<file path="src/fms_defines.svh">
// register indexes, field positions, reset values and bit timing of the serial port
`ifndef FMS_DEFINES_SVH
`define FMS_DEFINES_SVH
`define FMS_IDX_CTRL_HIGH 8'hf5
`define FMS_IDX_CTRL_LOW 8'hf6
`define FMS_IDX_DATA 8'hf7
`define FMS_IDX_DIVISOR 8'hf8
`define FMS_CTRL_HIGH_RST 8'h00
`define FMS_CTRL_LOW_RST 8'h00
`define FMS_DIVISOR_RST 8'h00
`define FMS_CH_MODE_MSB 7
`define FMS_CH_MODE_LSB 6
`define FMS_CH_FILTER 5
`define FMS_CH_RX_EN 4
`define FMS_CH_TX_NINTH 3
`define FMS_CH_RX_NINTH 2
`define FMS_CH_RIE 1
`define FMS_CH_RIP 0
`define FMS_CL_TXPAR 7
`define FMS_CL_RXPAR 6
`define FMS_CL_CLK_MSB 3
`define FMS_CL_CLK_LSB 2
`define FMS_CL_TIE 1
`define FMS_CL_TIP 0
`define FMS_SUB_MID 4'h7
`define FMS_SUB_LAST 4'hf
`define FMS_LAST_DATA_BIT 3'h7
`endif

</file>
<file path="src/fms_pkg.sv">
// types shared by the serial port modules
package fms_pkg;
  typedef enum logic [1:0] {
    fms_mode_shift = 2'h0,
    fms_mode_8var = 2'h1,
    fms_mode_9fix = 2'h2,
    fms_mode_9var = 2'h3
  } fms_mode_type;
  typedef enum logic [4:0] {
    fms_tx_idle = 5'h01,
    fms_tx_start = 5'h02,
    fms_tx_data = 5'h04,
    fms_tx_ninth = 5'h08,
    fms_tx_stop = 5'h10
  } fms_tx_state_type;
  typedef enum logic [4:0] {
    fms_rx_idle = 5'h01,
    fms_rx_start = 5'h02,
    fms_rx_data = 5'h04,
    fms_rx_ninth = 5'h08,
    fms_rx_stop = 5'h10
  } fms_rx_state_type;
endpackage

</file>
<file path="src/fms_baud_if.sv">
// baud generator configuration and sixteen-times tick
`timescale 1ns/1ps
interface fms_baud_if;
  logic [7:0] divisor;
  logic [1:0] clk_sel;
  logic fixed_rate;
  logic tick16;
  modport gen (input divisor, input clk_sel, input fixed_rate, output tick16);
  modport user (output divisor, output clk_sel, output fixed_rate, input tick16);
endinterface

</file>
<file path="src/fms_serial_port.sv">
// four-mode serial port with APB register access
//
// Local design decision: the APB interface to the registers.
`timescale 1ns/1ps
`include "fms_defines.svh"
module fms_serial_port (
  input wire logic clk_i,               // 10 MHz system clock
  input wire logic nrst_i,              // async reset, active low
  input wire logic psel_i,              // APB select
  input wire logic penable_i,           // APB enable
  input wire logic pwrite_i,            // APB write
  input wire logic [11:0] paddr_i,      // APB byte address
  input wire logic [31:0] pwdata_i,     // APB write data
  output logic [31:0] prdata_o,         // APB read data
  output logic pready_o,                // APB ready
  output logic pslverr_o,               // APB error on unmapped address
  input wire logic serial_in_i,         // serial_in_pin level
  output logic serial_data_o,           // serial_in_pin drive value, mode 0 tx
  output logic serial_data_oe_n_o,      // serial_in_pin enable, low drives
  output logic serial_out_o,            // serial_out_pin: tx line or mode 0 clock
  output logic irq_o                    // port interrupt request
);
  logic [7:0] ctrl_high;
  logic [7:0] ctrl_low;
  logic [7:0] divisor;
  logic [7:0] rx_buf;
  fms_pkg::fms_mode_type mode;
  logic mode0;
  logic nine_bit;
  fms_baud_if baud ();
  logic tick;

  // apb decode
  logic hit_ch;
  logic hit_cl;
  logic hit_data;
  logic hit_div;
  logic mapped;
  logic access;
  logic wr_ch;
  logic wr_cl;
  logic wr_data;
  logic wr_div;

  // transmitter
  fms_pkg::fms_tx_state_type tx_state;
  logic [7:0] tx_shift;
  logic tx_ninth;
  logic [3:0] tx_sub;
  logic [2:0] tx_cnt;
  logic tx_bit_end;
  logic tx_set_pend;
  logic tx_line;

  // receiver
  fms_pkg::fms_rx_state_type rx_state;
  logic [7:0] rx_shift;
  logic [3:0] rx_sub;
  logic [2:0] rx_cnt;
  logic rx_bit_end;
  logic rx_done;
  logic rx_accept;
  logic rx_ninth_load;
  logic [7:0] rx_byte;
  logic rx_start0;
  logic rx_start_async;
  logic sclk_active;
  logic [3:0] sclk_sub;
  logic rx_in_prev;

  assign mode = fms_pkg::fms_mode_type'(ctrl_high[`FMS_CH_MODE_MSB:`FMS_CH_MODE_LSB]);
  assign mode0 = mode == fms_pkg::fms_mode_shift;
  assign nine_bit = mode == fms_pkg::fms_mode_9fix || mode == fms_pkg::fms_mode_9var;

  fms_baud_gen u_baud (
    .clk_i(clk_i),
    .nrst_i(nrst_i),
    .bus(baud.gen)
  );
  assign baud.divisor = divisor;
  assign baud.clk_sel = ctrl_low[`FMS_CL_CLK_MSB:`FMS_CL_CLK_LSB];
  assign baud.fixed_rate = mode == fms_pkg::fms_mode_9fix;
  assign tick = baud.tick16;

  // zero wait states; unmapped access answers with an error
  assign hit_ch = paddr_i == {2'h0, `FMS_IDX_CTRL_HIGH, 2'h0};
  assign hit_cl = paddr_i == {2'h0, `FMS_IDX_CTRL_LOW, 2'h0};
  assign hit_data = paddr_i == {2'h0, `FMS_IDX_DATA, 2'h0};
  assign hit_div = paddr_i == {2'h0, `FMS_IDX_DIVISOR, 2'h0};
  assign mapped = hit_ch | hit_cl | hit_data | hit_div;
  assign access = psel_i & penable_i;
  assign pready_o = 1'b1;
  assign pslverr_o = access & ~mapped;
  assign wr_ch = access & pwrite_i & hit_ch;
  assign wr_cl = access & pwrite_i & hit_cl;
  assign wr_data = access & pwrite_i & hit_data;
  assign wr_div = access & pwrite_i & hit_div;

  // read data captured in the setup cycle
  always_ff @(posedge clk_i or negedge nrst_i)
  begin
    if (!nrst_i)
      prdata_o <= 32'h0000_0000;
    else if (psel_i && !penable_i && !pwrite_i)
    begin
      if (hit_ch)
        prdata_o <= {24'h00_0000, ctrl_high};
      else if (hit_cl)
        prdata_o <= {24'h00_0000, ctrl_low};
      else if (hit_data)
        prdata_o <= {24'h00_0000, rx_buf};
      else if (hit_div)
        prdata_o <= {24'h00_0000, divisor};
      else
        prdata_o <= 32'h0000_0000;
    end
  end

  // hardware sets win over a software clear in the same cycle
  always_ff @(posedge clk_i or negedge nrst_i)
  begin
    if (!nrst_i)
      ctrl_high <= `FMS_CTRL_HIGH_RST;
    else
    begin
      if (wr_ch)
        ctrl_high <= pwdata_i[7:0];
      if (rx_accept)
        ctrl_high[`FMS_CH_RIP] <= 1'b1;
      if (rx_ninth_load)
        ctrl_high[`FMS_CH_RX_NINTH] <= serial_in_i;
    end
  end

  always_ff @(posedge clk_i or negedge nrst_i)
  begin
    if (!nrst_i)
      ctrl_low <= `FMS_CTRL_LOW_RST;
    else
    begin
      if (wr_cl)
        ctrl_low <= pwdata_i[7:0];
      if (tx_set_pend)
        ctrl_low[`FMS_CL_TIP] <= 1'b1;
    end
  end

  always_ff @(posedge clk_i or negedge nrst_i)
  begin
    if (!nrst_i)
      divisor <= `FMS_DIVISOR_RST;
    else if (wr_div)
      divisor <= pwdata_i[7:0];
  end

  always_ff @(posedge clk_i or negedge nrst_i)
  begin
    if (!nrst_i)
      irq_o <= 1'b0;
    else
      irq_o <= (ctrl_high[`FMS_CH_RIP] & ctrl_high[`FMS_CH_RIE])
        | (ctrl_low[`FMS_CL_TIP] & ctrl_low[`FMS_CL_TIE]);
  end

  // transmitter: sixteen ticks per bit
  assign tx_bit_end = tick && tx_sub == `FMS_SUB_LAST;
  assign tx_set_pend = tx_bit_end && ((tx_state == fms_pkg::fms_tx_data && tx_cnt == `FMS_LAST_DATA_BIT
    && !nine_bit) || tx_state == fms_pkg::fms_tx_ninth);

  always_ff @(posedge clk_i or negedge nrst_i)
  begin
    if (!nrst_i)
    begin
      tx_state <= fms_pkg::fms_tx_idle;
      tx_shift <= 8'h00;
      tx_ninth <= 1'b0;
      tx_sub <= 4'h0;
      tx_cnt <= 3'h0;
    end
    else if (wr_data)
    begin
      tx_shift <= pwdata_i[7:0];
      tx_ninth <= ctrl_low[`FMS_CL_TXPAR] ? ^pwdata_i[7:0] : ctrl_high[`FMS_CH_TX_NINTH];
      tx_sub <= 4'h0;
      tx_cnt <= 3'h0;
      tx_state <= mode0 ? fms_pkg::fms_tx_data : fms_pkg::fms_tx_start;
    end
    else if (tick && tx_state != fms_pkg::fms_tx_idle)
    begin
      tx_sub <= tx_sub + 4'h1;
      if (tx_bit_end)
      begin
        case (tx_state)
          fms_pkg::fms_tx_start:
            tx_state <= fms_pkg::fms_tx_data;
          fms_pkg::fms_tx_data:
          begin
            tx_shift <= {1'b0, tx_shift[7:1]};
            tx_cnt <= tx_cnt + 3'h1;
            if (tx_cnt == `FMS_LAST_DATA_BIT)
            begin
              if (mode0)
                tx_state <= fms_pkg::fms_tx_idle;
              else if (nine_bit)
                tx_state <= fms_pkg::fms_tx_ninth;
              else
                tx_state <= fms_pkg::fms_tx_stop;
            end
          end
          fms_pkg::fms_tx_ninth:
            tx_state <= fms_pkg::fms_tx_stop;
          default:
            tx_state <= fms_pkg::fms_tx_idle;
        endcase
      end
    end
  end

  always_comb
  begin
    case (tx_state)
      fms_pkg::fms_tx_start: tx_line = 1'b0;
      fms_pkg::fms_tx_data: tx_line = tx_shift[0];
      fms_pkg::fms_tx_ninth: tx_line = tx_ninth;
      default: tx_line = 1'b1;
    endcase
  end

  // receiver
  assign rx_bit_end = tick && rx_sub == `FMS_SUB_LAST;
  assign rx_start0 = mode0 && ctrl_high[`FMS_CH_RX_EN] && !ctrl_high[`FMS_CH_RIP]
    && tx_state == fms_pkg::fms_tx_idle && !wr_data;
  assign rx_start_async = !mode0 && ctrl_high[`FMS_CH_RX_EN] && rx_in_prev && !serial_in_i;
  assign rx_done = rx_bit_end && ((rx_state == fms_pkg::fms_rx_data && rx_cnt == `FMS_LAST_DATA_BIT && mode0)
    || rx_state == fms_pkg::fms_rx_ninth || rx_state == fms_pkg::fms_rx_stop);
  assign rx_byte = mode0 ? {serial_in_i, rx_shift[7:1]} : rx_shift;
  assign rx_accept = rx_done && !(rx_state == fms_pkg::fms_rx_ninth && ctrl_high[`FMS_CH_FILTER]
    && !serial_in_i);
  assign rx_ninth_load = rx_accept && rx_state == fms_pkg::fms_rx_ninth;

  always_ff @(posedge clk_i or negedge nrst_i)
  begin
    if (!nrst_i)
    begin
      rx_state <= fms_pkg::fms_rx_idle;
      rx_shift <= 8'h00;
      rx_sub <= 4'h0;
      rx_cnt <= 3'h0;
    end
    else
    begin
      case (rx_state)
        fms_pkg::fms_rx_idle:
        begin
          rx_sub <= 4'h0;
          rx_cnt <= 3'h0;
          if (rx_start0)
            rx_state <= fms_pkg::fms_rx_data;
          else if (rx_start_async)
            rx_state <= fms_pkg::fms_rx_start;
        end
        fms_pkg::fms_rx_start:
          if (tick)
          begin
            rx_sub <= rx_sub + 4'h1;
            if (rx_sub == `FMS_SUB_MID)
            begin
              rx_sub <= 4'h0; // realign to mid-bit
              rx_state <= serial_in_i ? fms_pkg::fms_rx_idle : fms_pkg::fms_rx_data;
            end
          end
        fms_pkg::fms_rx_data:
          if (tick)
          begin
            rx_sub <= rx_sub + 4'h1;
            if (rx_sub == `FMS_SUB_LAST)
            begin
              rx_shift <= {serial_in_i, rx_shift[7:1]};
              rx_cnt <= rx_cnt + 3'h1;
              if (rx_cnt == `FMS_LAST_DATA_BIT)
              begin
                if (mode0)
                  rx_state <= fms_pkg::fms_rx_idle;
                else if (nine_bit)
                  rx_state <= fms_pkg::fms_rx_ninth;
                else
                  rx_state <= fms_pkg::fms_rx_stop;
              end
            end
          end
        fms_pkg::fms_rx_ninth, fms_pkg::fms_rx_stop:
          if (tick)
          begin
            rx_sub <= rx_sub + 4'h1;
            if (rx_sub == `FMS_SUB_LAST)
              rx_state <= fms_pkg::fms_rx_idle; // stop bit not checked in 8-bit or 9-bit frames
          end
        default:
          rx_state <= fms_pkg::fms_rx_idle;
      endcase
    end
  end

  // start needs a falling edge, so a low ninth bit cannot restart the receiver
  always_ff @(posedge clk_i or negedge nrst_i)
  begin
    if (!nrst_i)
      rx_in_prev <= 1'b1;
    else
      rx_in_prev <= serial_in_i;
  end

  // newest byte overwrites an unread one
  always_ff @(posedge clk_i or negedge nrst_i)
  begin
    if (!nrst_i)
      rx_buf <= 8'h00;
    else if (rx_accept)
      rx_buf <= rx_byte;
  end

  // pins: mode 0 clock low in first half of each bit, idle high
  assign sclk_active = mode0 && (tx_state == fms_pkg::fms_tx_data || rx_state == fms_pkg::fms_rx_data);
  assign sclk_sub = tx_state == fms_pkg::fms_tx_data ? tx_sub : rx_sub;

  always_ff @(posedge clk_i or negedge nrst_i)
  begin
    if (!nrst_i)
    begin
      serial_out_o <= 1'b1;
      serial_data_o <= 1'b1;
      serial_data_oe_n_o <= 1'b1;
    end
    else
    begin
      serial_out_o <= mode0 ? !(sclk_active && !sclk_sub[3]) : tx_line;
      serial_data_o <= tx_shift[0];
      serial_data_oe_n_o <= !(mode0 && tx_state == fms_pkg::fms_tx_data);
    end
  end
endmodule

</file>
<file path="src/fms_baud_gen.sv">
// port clock prescaler and divisor-based sixteen-times bit-rate tick
`timescale 1ns/1ps
`include "fms_defines.svh"
module fms_baud_gen (
  input wire logic clk_i,  // system clock
  input wire logic nrst_i, // async reset, active low
  fms_baud_if.gen bus      // configuration in, tick out
);
  logic [2:0] pre_cnt;
  logic [2:0] pre_mask;
  logic port_tick;
  logic [7:0] div_cnt;
  logic tick;

  // port clock is system clock divided by 1, 2, 4 or 8
  always_comb
  begin
    case (bus.clk_sel)
      2'h0: pre_mask = 3'h0;
      2'h1: pre_mask = 3'h1;
      2'h2: pre_mask = 3'h3;
      default: pre_mask = 3'h7;
    endcase
    port_tick = (pre_cnt & pre_mask) == pre_mask;
  end

  always_ff @(posedge clk_i or negedge nrst_i)
  begin
    if (!nrst_i)
      pre_cnt <= 3'h0;
    else
      pre_cnt <= pre_cnt + 3'h1;
  end

  always_ff @(posedge clk_i or negedge nrst_i)
  begin
    if (!nrst_i)
    begin
      div_cnt <= 8'h00;
      tick <= 1'b0;
    end
    else if (port_tick)
    begin
      if (bus.fixed_rate)
      begin
        div_cnt <= 8'h00;
        tick <= 1'b1;
      end
      else if (div_cnt == 8'h00)
      begin
        div_cnt <= bus.divisor;
        tick <= 1'b1;
      end
      else
      begin
        div_cnt <= div_cnt - 8'h01;
        tick <= 1'b0;
      end
    end
    else
      tick <= 1'b0;
  end

  assign bus.tick16 = tick;
endmodule

</file>
<file path="config.mk">
export PLATFORM = sky130hd
export DESIGN_NAME = fms_serial_port
export DESIGN_NICKNAME = d
export VERILOG_FILES = /design/src/fms_pkg.sv /design/src/fms_baud_if.sv /design/src/fms_serial_port.sv /design/src/fms_baud_gen.sv
export VERILOG_INCLUDE_DIRS = /design/src
export SDC_FILE = /design/constraint.sdc
export NUM_CORES = 1
export LEC_CHECK = 0
export BUFFER_PORTS_ARGS = -buffer_cell sky130_fd_sc_hd__clkbuf_2
export CELL_PAD_IN_SITES_DETAIL_PLACEMENT = 1
export CELL_PAD_IN_SITES_GLOBAL_PLACEMENT = 1
export CORE_ASPECT_RATIO = 0.8
export CORE_MARGIN = 8
export CORE_UTILIZATION = 40
export CTS_CLUSTER_SIZE = 24
export DETAILED_ROUTE_END_ITERATION = 8
export GPL_TIMING_DRIVEN = 1
export PLACE_DENSITY = 0.88
export SYNTH_ARGS = -nofsm -noshare
export SYNTH_HDL_FRONTEND = slang
export SYNTH_SLANG_ARGS = --single-unit
</file>
<file path="constraint.sdc">
create_clock -name clk_i -period 2 [get_ports clk_i]
set_input_delay 0.4 -clock clk_i [delete_from_list [all_inputs] [get_ports clk_i]]
set_output_delay 0.4 -clock clk_i [all_outputs]
set_load 0.02 [all_outputs]
</file>
==> results of run 1 <==
placed cells by master, fill, tap and decap left out, types with 8 or more instances in the layout:
cell and count:
o21ai_0 38, dfrtp_1 92, conb_1 25, mux2_2 50, buf_4 42, inv_1 11
a21oi_1 20, clkbuf_2 37, clkbuf_16 9, nand2b_1 10, nor3_1 13, nand3_1 13
nor2_1 37, mux2i_1 17, nand2_1 38, ha_1 8, xnor2_1 8, a221oi_1 8
timing repair:
item	CTS	global route
hold endpoints to repair	24	0
setup buffers	2	6
pin swaps	1	8
hold buffers	1	0
gates cloned	0	0
endpoints found under the setup margin	4	16
resized for setup	3	18
registers in the layout, summed over array words and instances (netlist names), 5 cells and up:
| name | flops |
|---|---|
| baud.divisor | 8 |
| tx_state | 5 |
| rx_shift | 8 |
| tx_shift | 8 |
| rx_buf | 8 |
| prdata_o | 8 |
| rx_state | 5 |
| u_baud.div_cnt | 8 |
| ctrl_high | 8 |
| ctrl_low | 8 |
final cells by class:
cell class | instances | area (µm²) | area share
tap | 175 | 219.0 | 0.03476
clock buffer | 13 | 260.3 | 0.04131
multi-input combinational | 378 | 2664 | 0.4228
timing repair buffer | 87 | 615.6 | 0.09772
clock inverter | 3 | 40.04 | 0.006356
inverter | 11 | 41.29 | 0.006554
sequential | 98 | 2460 | 0.3905
worst max-delay path, delay by kind of cell (launching register included):
| kind | cells | cell delay, ns |
|---|---|---|
| AND/OR/NAND/NOR | 3 | 0.98 |
| flip-flops | 1 | 0.57 |
| AO/OA/AOI/OAI | 2 | 0.34 |
cells by family after synthesis:
family	count (synthesis)
compound gates	108
xor+xnor	13
fa+ha+maj	9
buf+inv	61
flops	98
mux	69
other cells	2
simple gates	154
routing by layer:
layer	vias up	wire length, µm
li1	1927	-
met1	2255	6794
met4	0	482
met3	36	736
met5	-	0
met2	159	8308
where the power goes:
part | internal (W) | switching (W) | total, W
combinational | 0.000599 | 0.000813 | 0.00141
clock | 0.00103 | 0.000730 | 0.00176
sequential | 0.00211 | 0.000122 | 0.00223
path summary, 6_finish.rpt:
path                        startpoint              end  slack, ns
max                        rx_state[0]      rx_state[2]     -0.008
max in group asynchronous       nrst_i     serial_out_o       0.84
min in group asynchronous       nrst_i  baud.divisor[4]       0.52
min reg2reg                tx_shift[0]    serial_data_o       0.43
min                        serial_in_i       rx_in_prev       0.33
max reg2reg                rx_state[0]      rx_state[2]     -0.008
stage by stage:
| step | util | hold slack, ns | worst slack (ns) | setup TNS (ns) |
|---|---|---|---|---|
| after global routing | 0.4895 | 0.3178 | -0.09406 | -0.4287 |
| after detailed placement | 0.4545 | 0.3429 | -0.1433 | -1.022 |
| final | 0.4895 | 0.3263 | -0.008110 | -0.008741 |
| after CTS | 0.4810 | 0.3198 | 0.004613 | 0 |
| after global placement | 0.4545 | 0.3400 | 0.04766 | 0 |
| after floorplan | - | 0.1044 | -0.02084 | -0.04169 |
==> reports/results.ini, run 1 <==
[route]
vias = 4377
first_iter_violations = 336
antenna_left = 0
vias_per_cell = 5.722
firstDrtPassIters = 6
drt_wl_total_mm = 16.32
wl_per_cell_um = 21.33
drc = 0

[global_route]
grt_busiest_layer = met2
grt_util_met3 = 0.03713
grt_util_met2 = 0.3097
track_usage = 0.1852
grt_max_degree = 43
grt_pass1_vias = 4627
antenna_found_initial = 0
grt_pass1_wl_mm = 25.04
grt_use_met1 = 0.2269
overflow = 0

[logic_synthesis]
yosysTopAreaCellShare = 0.4350
post-synth-top-count-cell = dfrtp_1
synth.area.top_cells = dfrtp_1 (43%), mux2_2 (11%), o21ai_0 (4.0%)
synth-xor-area-share = 0.02151
syn_area_mm2 = 0.005293
synth_adder_area_share = 0.02128
synth_compound_area_frac = 0.1307
synth_top_family_by_area = simple AND/OR/NAND/NOR gates
synth_edf_count = 0
synth-simple-area-share = 0.1527
yosys-top-cells-count = dfrtp_1 (92), mux2_2 (50), o21ai_0 (42)
async_flop_share = 1.000
yosys.area.top_type = dfrtp_1
yosysSeqAreaShare = 0.4648
synth_area_per_cell_um2 = 10.30
synth.distinct_cells = 64
synth-seq-cells = 98
synthMuxAreaShare = 0.1428
synthCells = 514
ys_warn_count = 0
synthFlopType = dfrtp_1

[placement]
port_buffers = 38
gp_congestion = 0.8722
post_dp_cell_area_mm2 = 0.005849
dp_hpwl_mm = 11.06
dp.cells = 740

[floorplanning]
die_w_um = 144.6
fp-row-count = 37
coreArea_mm2 = 0.01287
dieArea_mm2 = 0.01719
pin_count = 88
initial_core_util = 0.4112
dieHeight_um = 118.9

[timing]
rsz0062_at_grt = yes
finClkSkew_ns = 0.006763
max_freq_mhz = 498.0
period_share = 1.004
final_max_slew_viol_count = 0
worst_slack_ns = -0.008110
tightest_slew_ns = 0.6728
fin_crit_ns = 2.008
timing_hold_violations_final = 0
relSlewSlack = 0.5498
setup_violations = 2

[worst_hold_path]
hp-class = input port to register
min_delay_path_depth = 2

[cts]
cts_buffers = 9
cts.sinks = 98
cts_tree = yes
cts_root_buf = clkbuf_16
cts_buffer_depth = 2
clk_pin_slew_ns = 0.07
worstSkewPairLatency_ns = 0.35
cts-htree-levels = 3

[setup_path]
critPathMaxFanout = 5
r2r_cells = 5
start_kind = register
arrival_ns = 2.25
cp-end-kind = register
slowest_delay_ns = 0.57
crit_type = register to register
crit_path_cell_trace = nand2b_1 > nor2_1 > a2bb2oi_4 > or4_1 > o21a_1
worstPathRequired_ns = 2.24
slowest_stage = dfstp_2

[status]
violations = setup timing
status = complete, but fails checks

[layout]
diodes = 0
fin_nets = 644
final_cells = 765
layout-drive-gt1-share = 0.3085
final_area_mm2 = 0.006300
syn2layout_area_growth_pct = 19.03
fillerInstances = 1469

[pwr]
power_leakage_nw = 2.904
p_per_area_mw_per_mm2 = 858.7
p_total_w = 0.005410
ir_drop_mv = 0.5484

[flow_run]
drv_cap = 0

(Power assumes the default switching activity.)
==> run 2, diff against run 1 <==
Settings changed: CORE_MARGIN 8 to not set.
==> run 2 against run 1 <==
The run now ends clean. Hold slack worse by 0.32 ns. Worst setup slack better by 0.059 ns. Global-route usage up 4.4 points. Via count down 3.3%. Cell area down 1.3%. Critical endpoint unchanged. Combinational power down 9.9%. Wire length down 9.4%.
==> reports/results.ini, run 2 (same netlist as run 1, synthesis figures left out) <==
[layout]
layout_common_cells = dfrtp_1 (92), mux2_2 (50), o21ai_0 (38), nand2_1 (38)
fin_nets = 636
layout-drive-gt1-share = 0.2938
seq_area_mm2 = 0.002460
diodes = 0
multi_input_area_mm2 = 0.002626
syn2layout_area_growth_pct = 17.47
layout_commonest_cell = dfrtp_1
fillerInstances = 1475

[worst_hold_path]
hp-class = input port to async pin

[cts]
cts-htree-levels = 3
cts_tree = yes
cts.sinks = 98
hold_buffers = 0
cts_buffers = 9
cts_buffer_depth = 2
cts_root_buf = clkbuf_16
clk_pin_slew_ns = 0.07
worstSkewPairLatency_ns = 0.36

[setup_path]
critPathMaxFanout = 5
arrival_ns = 2.20
r2r_slack_ns = 0.05
worstPathRequired_ns = 2.25
cp-end-kind = register
r2r_cells = 6
reg2reg_from = rx_state[2]
worstReg2RegEnd = rx_state[2]
start_kind = register
crit_type = register to register

[global_route]
grt_max_degree = 36
grt_pass1_wl_mm = 23.52
antenna_found_initial = 0
overflow = 0
track_usage = 0.2294
grt_pass1_vias = 4326

[floorplanning]
pin_count = 88
fp-row-count = 37
dieArea_mm2 = 0.01370
dieHeight_um = 104.9
initial_core_util = 0.4112
die_w_um = 130.6
coreArea_mm2 = 0.01287

[flow_run]
drv_cap = 0

[timing]
rsz0062_at_grt = yes
holdWs_ns = 0.004448
timing_hold_violations_final = 0
max_freq_mhz = 513.0
tightest_slew_ns = 0.6777
fin_crit_ns = 1.949
finClkSkew_ns = 0.008192
final_max_slew_viol_count = 0
relSlewSlack = 0.5365
setup_violations = 0
worst_slack_ns = 0.05083
period_share = 0.9746
setup_tns_ns = 0

[route]
firstDrtPassIters = 4
drt_wl_total_mm = 14.79
vias_per_cell = 5.592
wl_per_cell_um = 19.53
vias = 4233
drc = 0
antenna_left = 0
first_iter_violations = 267

[pwr]
power_leakage_nw = 2.870
ir_drop_mv = 0.4527
p_total_w = 0.005331
p_per_area_mw_per_mm2 = 857.4

[placement]
port_buffers = 38
place_ws_ns = -0.1247
gp_congestion = 0.8549
dp_hpwl_mm = 10.70

[status]
status = finished clean

[run 2: cell count changes in the layout (fill, tap and decap cells not counted), moves of 2 or more]
cell,before,now
buf_6,4,2
buf_4,42,36
clkbuf_1,2,0
nor4bb_1,0,2
nor4bb_2,2,0
[run 2: repair_timing]
action | 4_1_cts | 5_1_grt
gates cloned | 0 | 0
setup endpoints to repair | 1 | 21
pin swaps | 1 | 2
gates resized for setup | 0 | 12
setup buffers | 1 | 1
[run 2: cell type report]
cell class | count | area share
multi-input cells | 378 | 0.4224
well taps | 175 | 0.03522
repair buffers | 79 | 0.08976
flip-flops and latches | 98 | 0.3957
clock buffers | 11 | 0.04065
clock inverters | 5 | 0.009660
inverters | 11 | 0.006641
[run 2: worst max-delay path: stages, from the launching register on]
cell and delay (ns):
dfrtp_1 0.42, buf_6 0.15, xor2_1 0.16, o211a_1 0.29, a2bb2oi_4 0.18, or4_4 0.52
o21a_1 0.12
[run 2: layer usage]
metal,track usage,routed length (µm),part of all wire,vias up
li1,-,-,-,1918
met1,0.3011,6542,0.44,2182
met2,0.3764,7378,0.50,108
met3,0.03943,573,0.039,25
met4,0.08456,292,0.020,0
met5,0,0,0,-
[run 2: through the flow]
stage            util  cell area [µm²]  std cells
5_1_grt        0.4831             6217        757
3_5_place_dp   0.4549             5854        739
6_report       0.4831             6217        757
3_3_place_gp   0.4549             5854        739
2_1_floorplan       -             5403        537
4_1_cts        0.4798             6175        756
[run 2: worst max path at each step]
stage,slack [ns],cells past startpoint,end,start
after floorplan,-0.02,7,rx_state[3],rx_state[3]
after global placement,0.04,6,prdata_o[3],paddr_i[11]
final,0.05,6,rx_state[2],rx_state[2]
after CTS,0.02,6,rx_state[3],rx_state[3]
after global routing,0.001,6,rx_state[2],rx_state[2]
after detailed placement,-0.12,6,prdata_o[7],paddr_i[1]
[run 2: where the power goes]
part	switching [W]	internal [W]	total (W)	leakage, nW
sequential	0.000120	0.00211	0.00223	1.27
combinational	0.000716	0.000555	0.00127	1.45
clock	0.000786	0.00104	0.00183	0.152
total	0.00162	0.00371	0.00533	2.87
==> run 3, diff against run 2 <==
Settings changed: CORE_UTILIZATION 40 to 47, PLACE_DENSITY 0.88 to 0.95.
Clock period 2 ns to 2.4 ns, I/O delays scaled along.
==> run 3 against run 2 <==
Wire length down 1.5%. Via count down 1.6%. Clock-buffer cell count unchanged. Critical endpoint is now u_baud.div_cnt[0]. Largest cell class unchanged.
==> reports/results.ini, run 3 (same netlist as run 1, synthesis figures left out) <==
[route]
vias_per_cell = 5.944
drc = 0
firstDrtPassIters = 4
vias = 4167
wl_per_cell_um = 20.77
drt_wl_total_mm = 14.56
first_iter_violations = 239
antenna_left = 0

[layout]
layout-drive-gt1-share = 0.2442
layout_commonest_cell = dfrtp_1
fillerInstances = 1209
final_area_mm2 = 0.005903
fin_nets = 611
seq_area_mm2 = 0.002460
syn2layout_area_growth_pct = 11.54
diodes = 0
fin_util = 0.5399
multi_input_area_mm2 = 0.002576
layout_common_cells = dfrtp_1 (92), mux2_2 (50), o21ai_0 (42)

[setup_path]
worstPathRequired_ns = 2.64
slowest_stage = or4_1
cp_top_family = simple AND/OR/NAND/NOR gates
crit_path_cell_trace = or4_1 > nor3_4 > mux2i_1 > a211oi_1 > a21o_1
critPathMaxFanout = 10
arrival_ns = 2.51
crit_type = register to register
start_kind = register
critPathBufInv = 0
slowest_delay_ns = 0.69
cp-end-kind = register

[timing]
setup_tns_ns = 0
timing_hold_violations_final = 0
rsz0062_at_grt = no
finClkSkew_ns = 0.008907
final_max_slew_viol_count = 0
tightest_slew_ns = 0.5985
setup_violations = 0
period_share = 0.9449
relSlewSlack = 0.5995
fin_crit_ns = 2.268
max_freq_mhz = 441.0

[global_route]
track_usage = 0.2683
grt_max_degree = 46
antenna_found_initial = 0
grt_pass1_vias = 4498
overflow = 0
grt_pass1_wl_mm = 24.03

[pwr]
ir_drop_mv = 0.3238
power_leakage_nw = 2.721
p_per_area_mw_per_mm2 = 729.6

[cts]
cts_resized = 0
cts_root_buf = clkbuf_16
cts.sinks = 98
cts_tree = yes
postCtsSetupRepairBufs = 0
clk_pin_slew_ns = 0.07
cts-htree-levels = 3
cts_buffer_depth = 2
worstSkewPairLatency_ns = 0.34
cts_buffers = 9
hold_buffers = 0

[placement]
gp_congestion = 0.9090
post_dp_cell_area_mm2 = 0.005583
dp_hpwl_mm = 10.57
port_buffers = 38

[floorplanning]
coreArea_mm2 = 0.01093
dieArea_mm2 = 0.01169
die_w_um = 120.6
dieHeight_um = 96.92
initial_core_util = 0.4841
fp-row-count = 34
pin_count = 88

[flow_run]
drv_cap = 0

[worst_hold_path]
hp-class = input port to async pin

[status]
status = finished clean

run 3: worst register-to-register path, delay by kind of cell, from the launching register on:
family | cells | cell delay (ns)
and+or+nand+nor | 2 | 1.16
AOI/OAI and AO/OA | 2 | 0.27
DFF | 1 | 0.43
muxes | 1 | 0.31
run 3: area by class of cell:
| type | count | share of cell area |
|---|---|---|
| clock inverters | 5 | 0.01314 |
| multi-input cells | 378 | 0.4364 |
| clock buffers | 11 | 0.04112 |
| inverters | 11 | 0.006994 |
| repair buffers | 54 | 0.05511 |
| flip-flops and latches | 98 | 0.4167 |
| well taps | 144 | 0.03052 |
run 3: path summary, 6_finish.rpt:
kind	startpoint	slack, ns	depth (start not counted)	to
worst max-delay path	u_baud.div_cnt[3]	0.13	5	u_baud.div_cnt[0]
worst min-delay path	nrst_i	0.11	1	ctrl_low[2]
worst max register to register	u_baud.div_cnt[3]	0.13	5	u_baud.div_cnt[0]
worst min register to register	tx_shift[0]	0.42	0	serial_data_o
max in group asynchronous	nrst_i	1.59	2	rx_state[0]
min in group clk_i	serial_in_i	0.32	1	rx_in_prev
run 3: per-layer routing:
metal / vias to the layer above / global-route usage / wire (µm)
met3: 26 / 0.05542 / 761
li1: 1862 / - / -
met2: 137 / 0.4558 / 7338
met1: 2142 / 0.3422 / 6198
met4: 0 / 0.08357 / 260
met5: - / 0 / 0
run 3: where the power goes:
group	leakage [nW]	internal [W]	switching (W)	total [W]
combinational	1.29	0.000328	0.000547	0.000875
clock	0.156	0.000939	0.000623	0.00156
sequential	1.27	0.00176	0.000112	0.00187
total	2.72	0.00303	0.00128	0.00431
run 3: metrics by stage:
step	std cells	setup slack (ns)	power (W)	hold slack [ns]
after floorplan	537	0.2242	0.002553	0.1844
after global placement	685	0.2454	0.002665	0.3983
after detailed placement	685	0.05353	0.002757	0.4088
after CTS	701	0.1403	0.004310	0.1246
after global routing	701	0.05686	0.004479	0.1498
final	701	0.1323	0.004307	0.1125
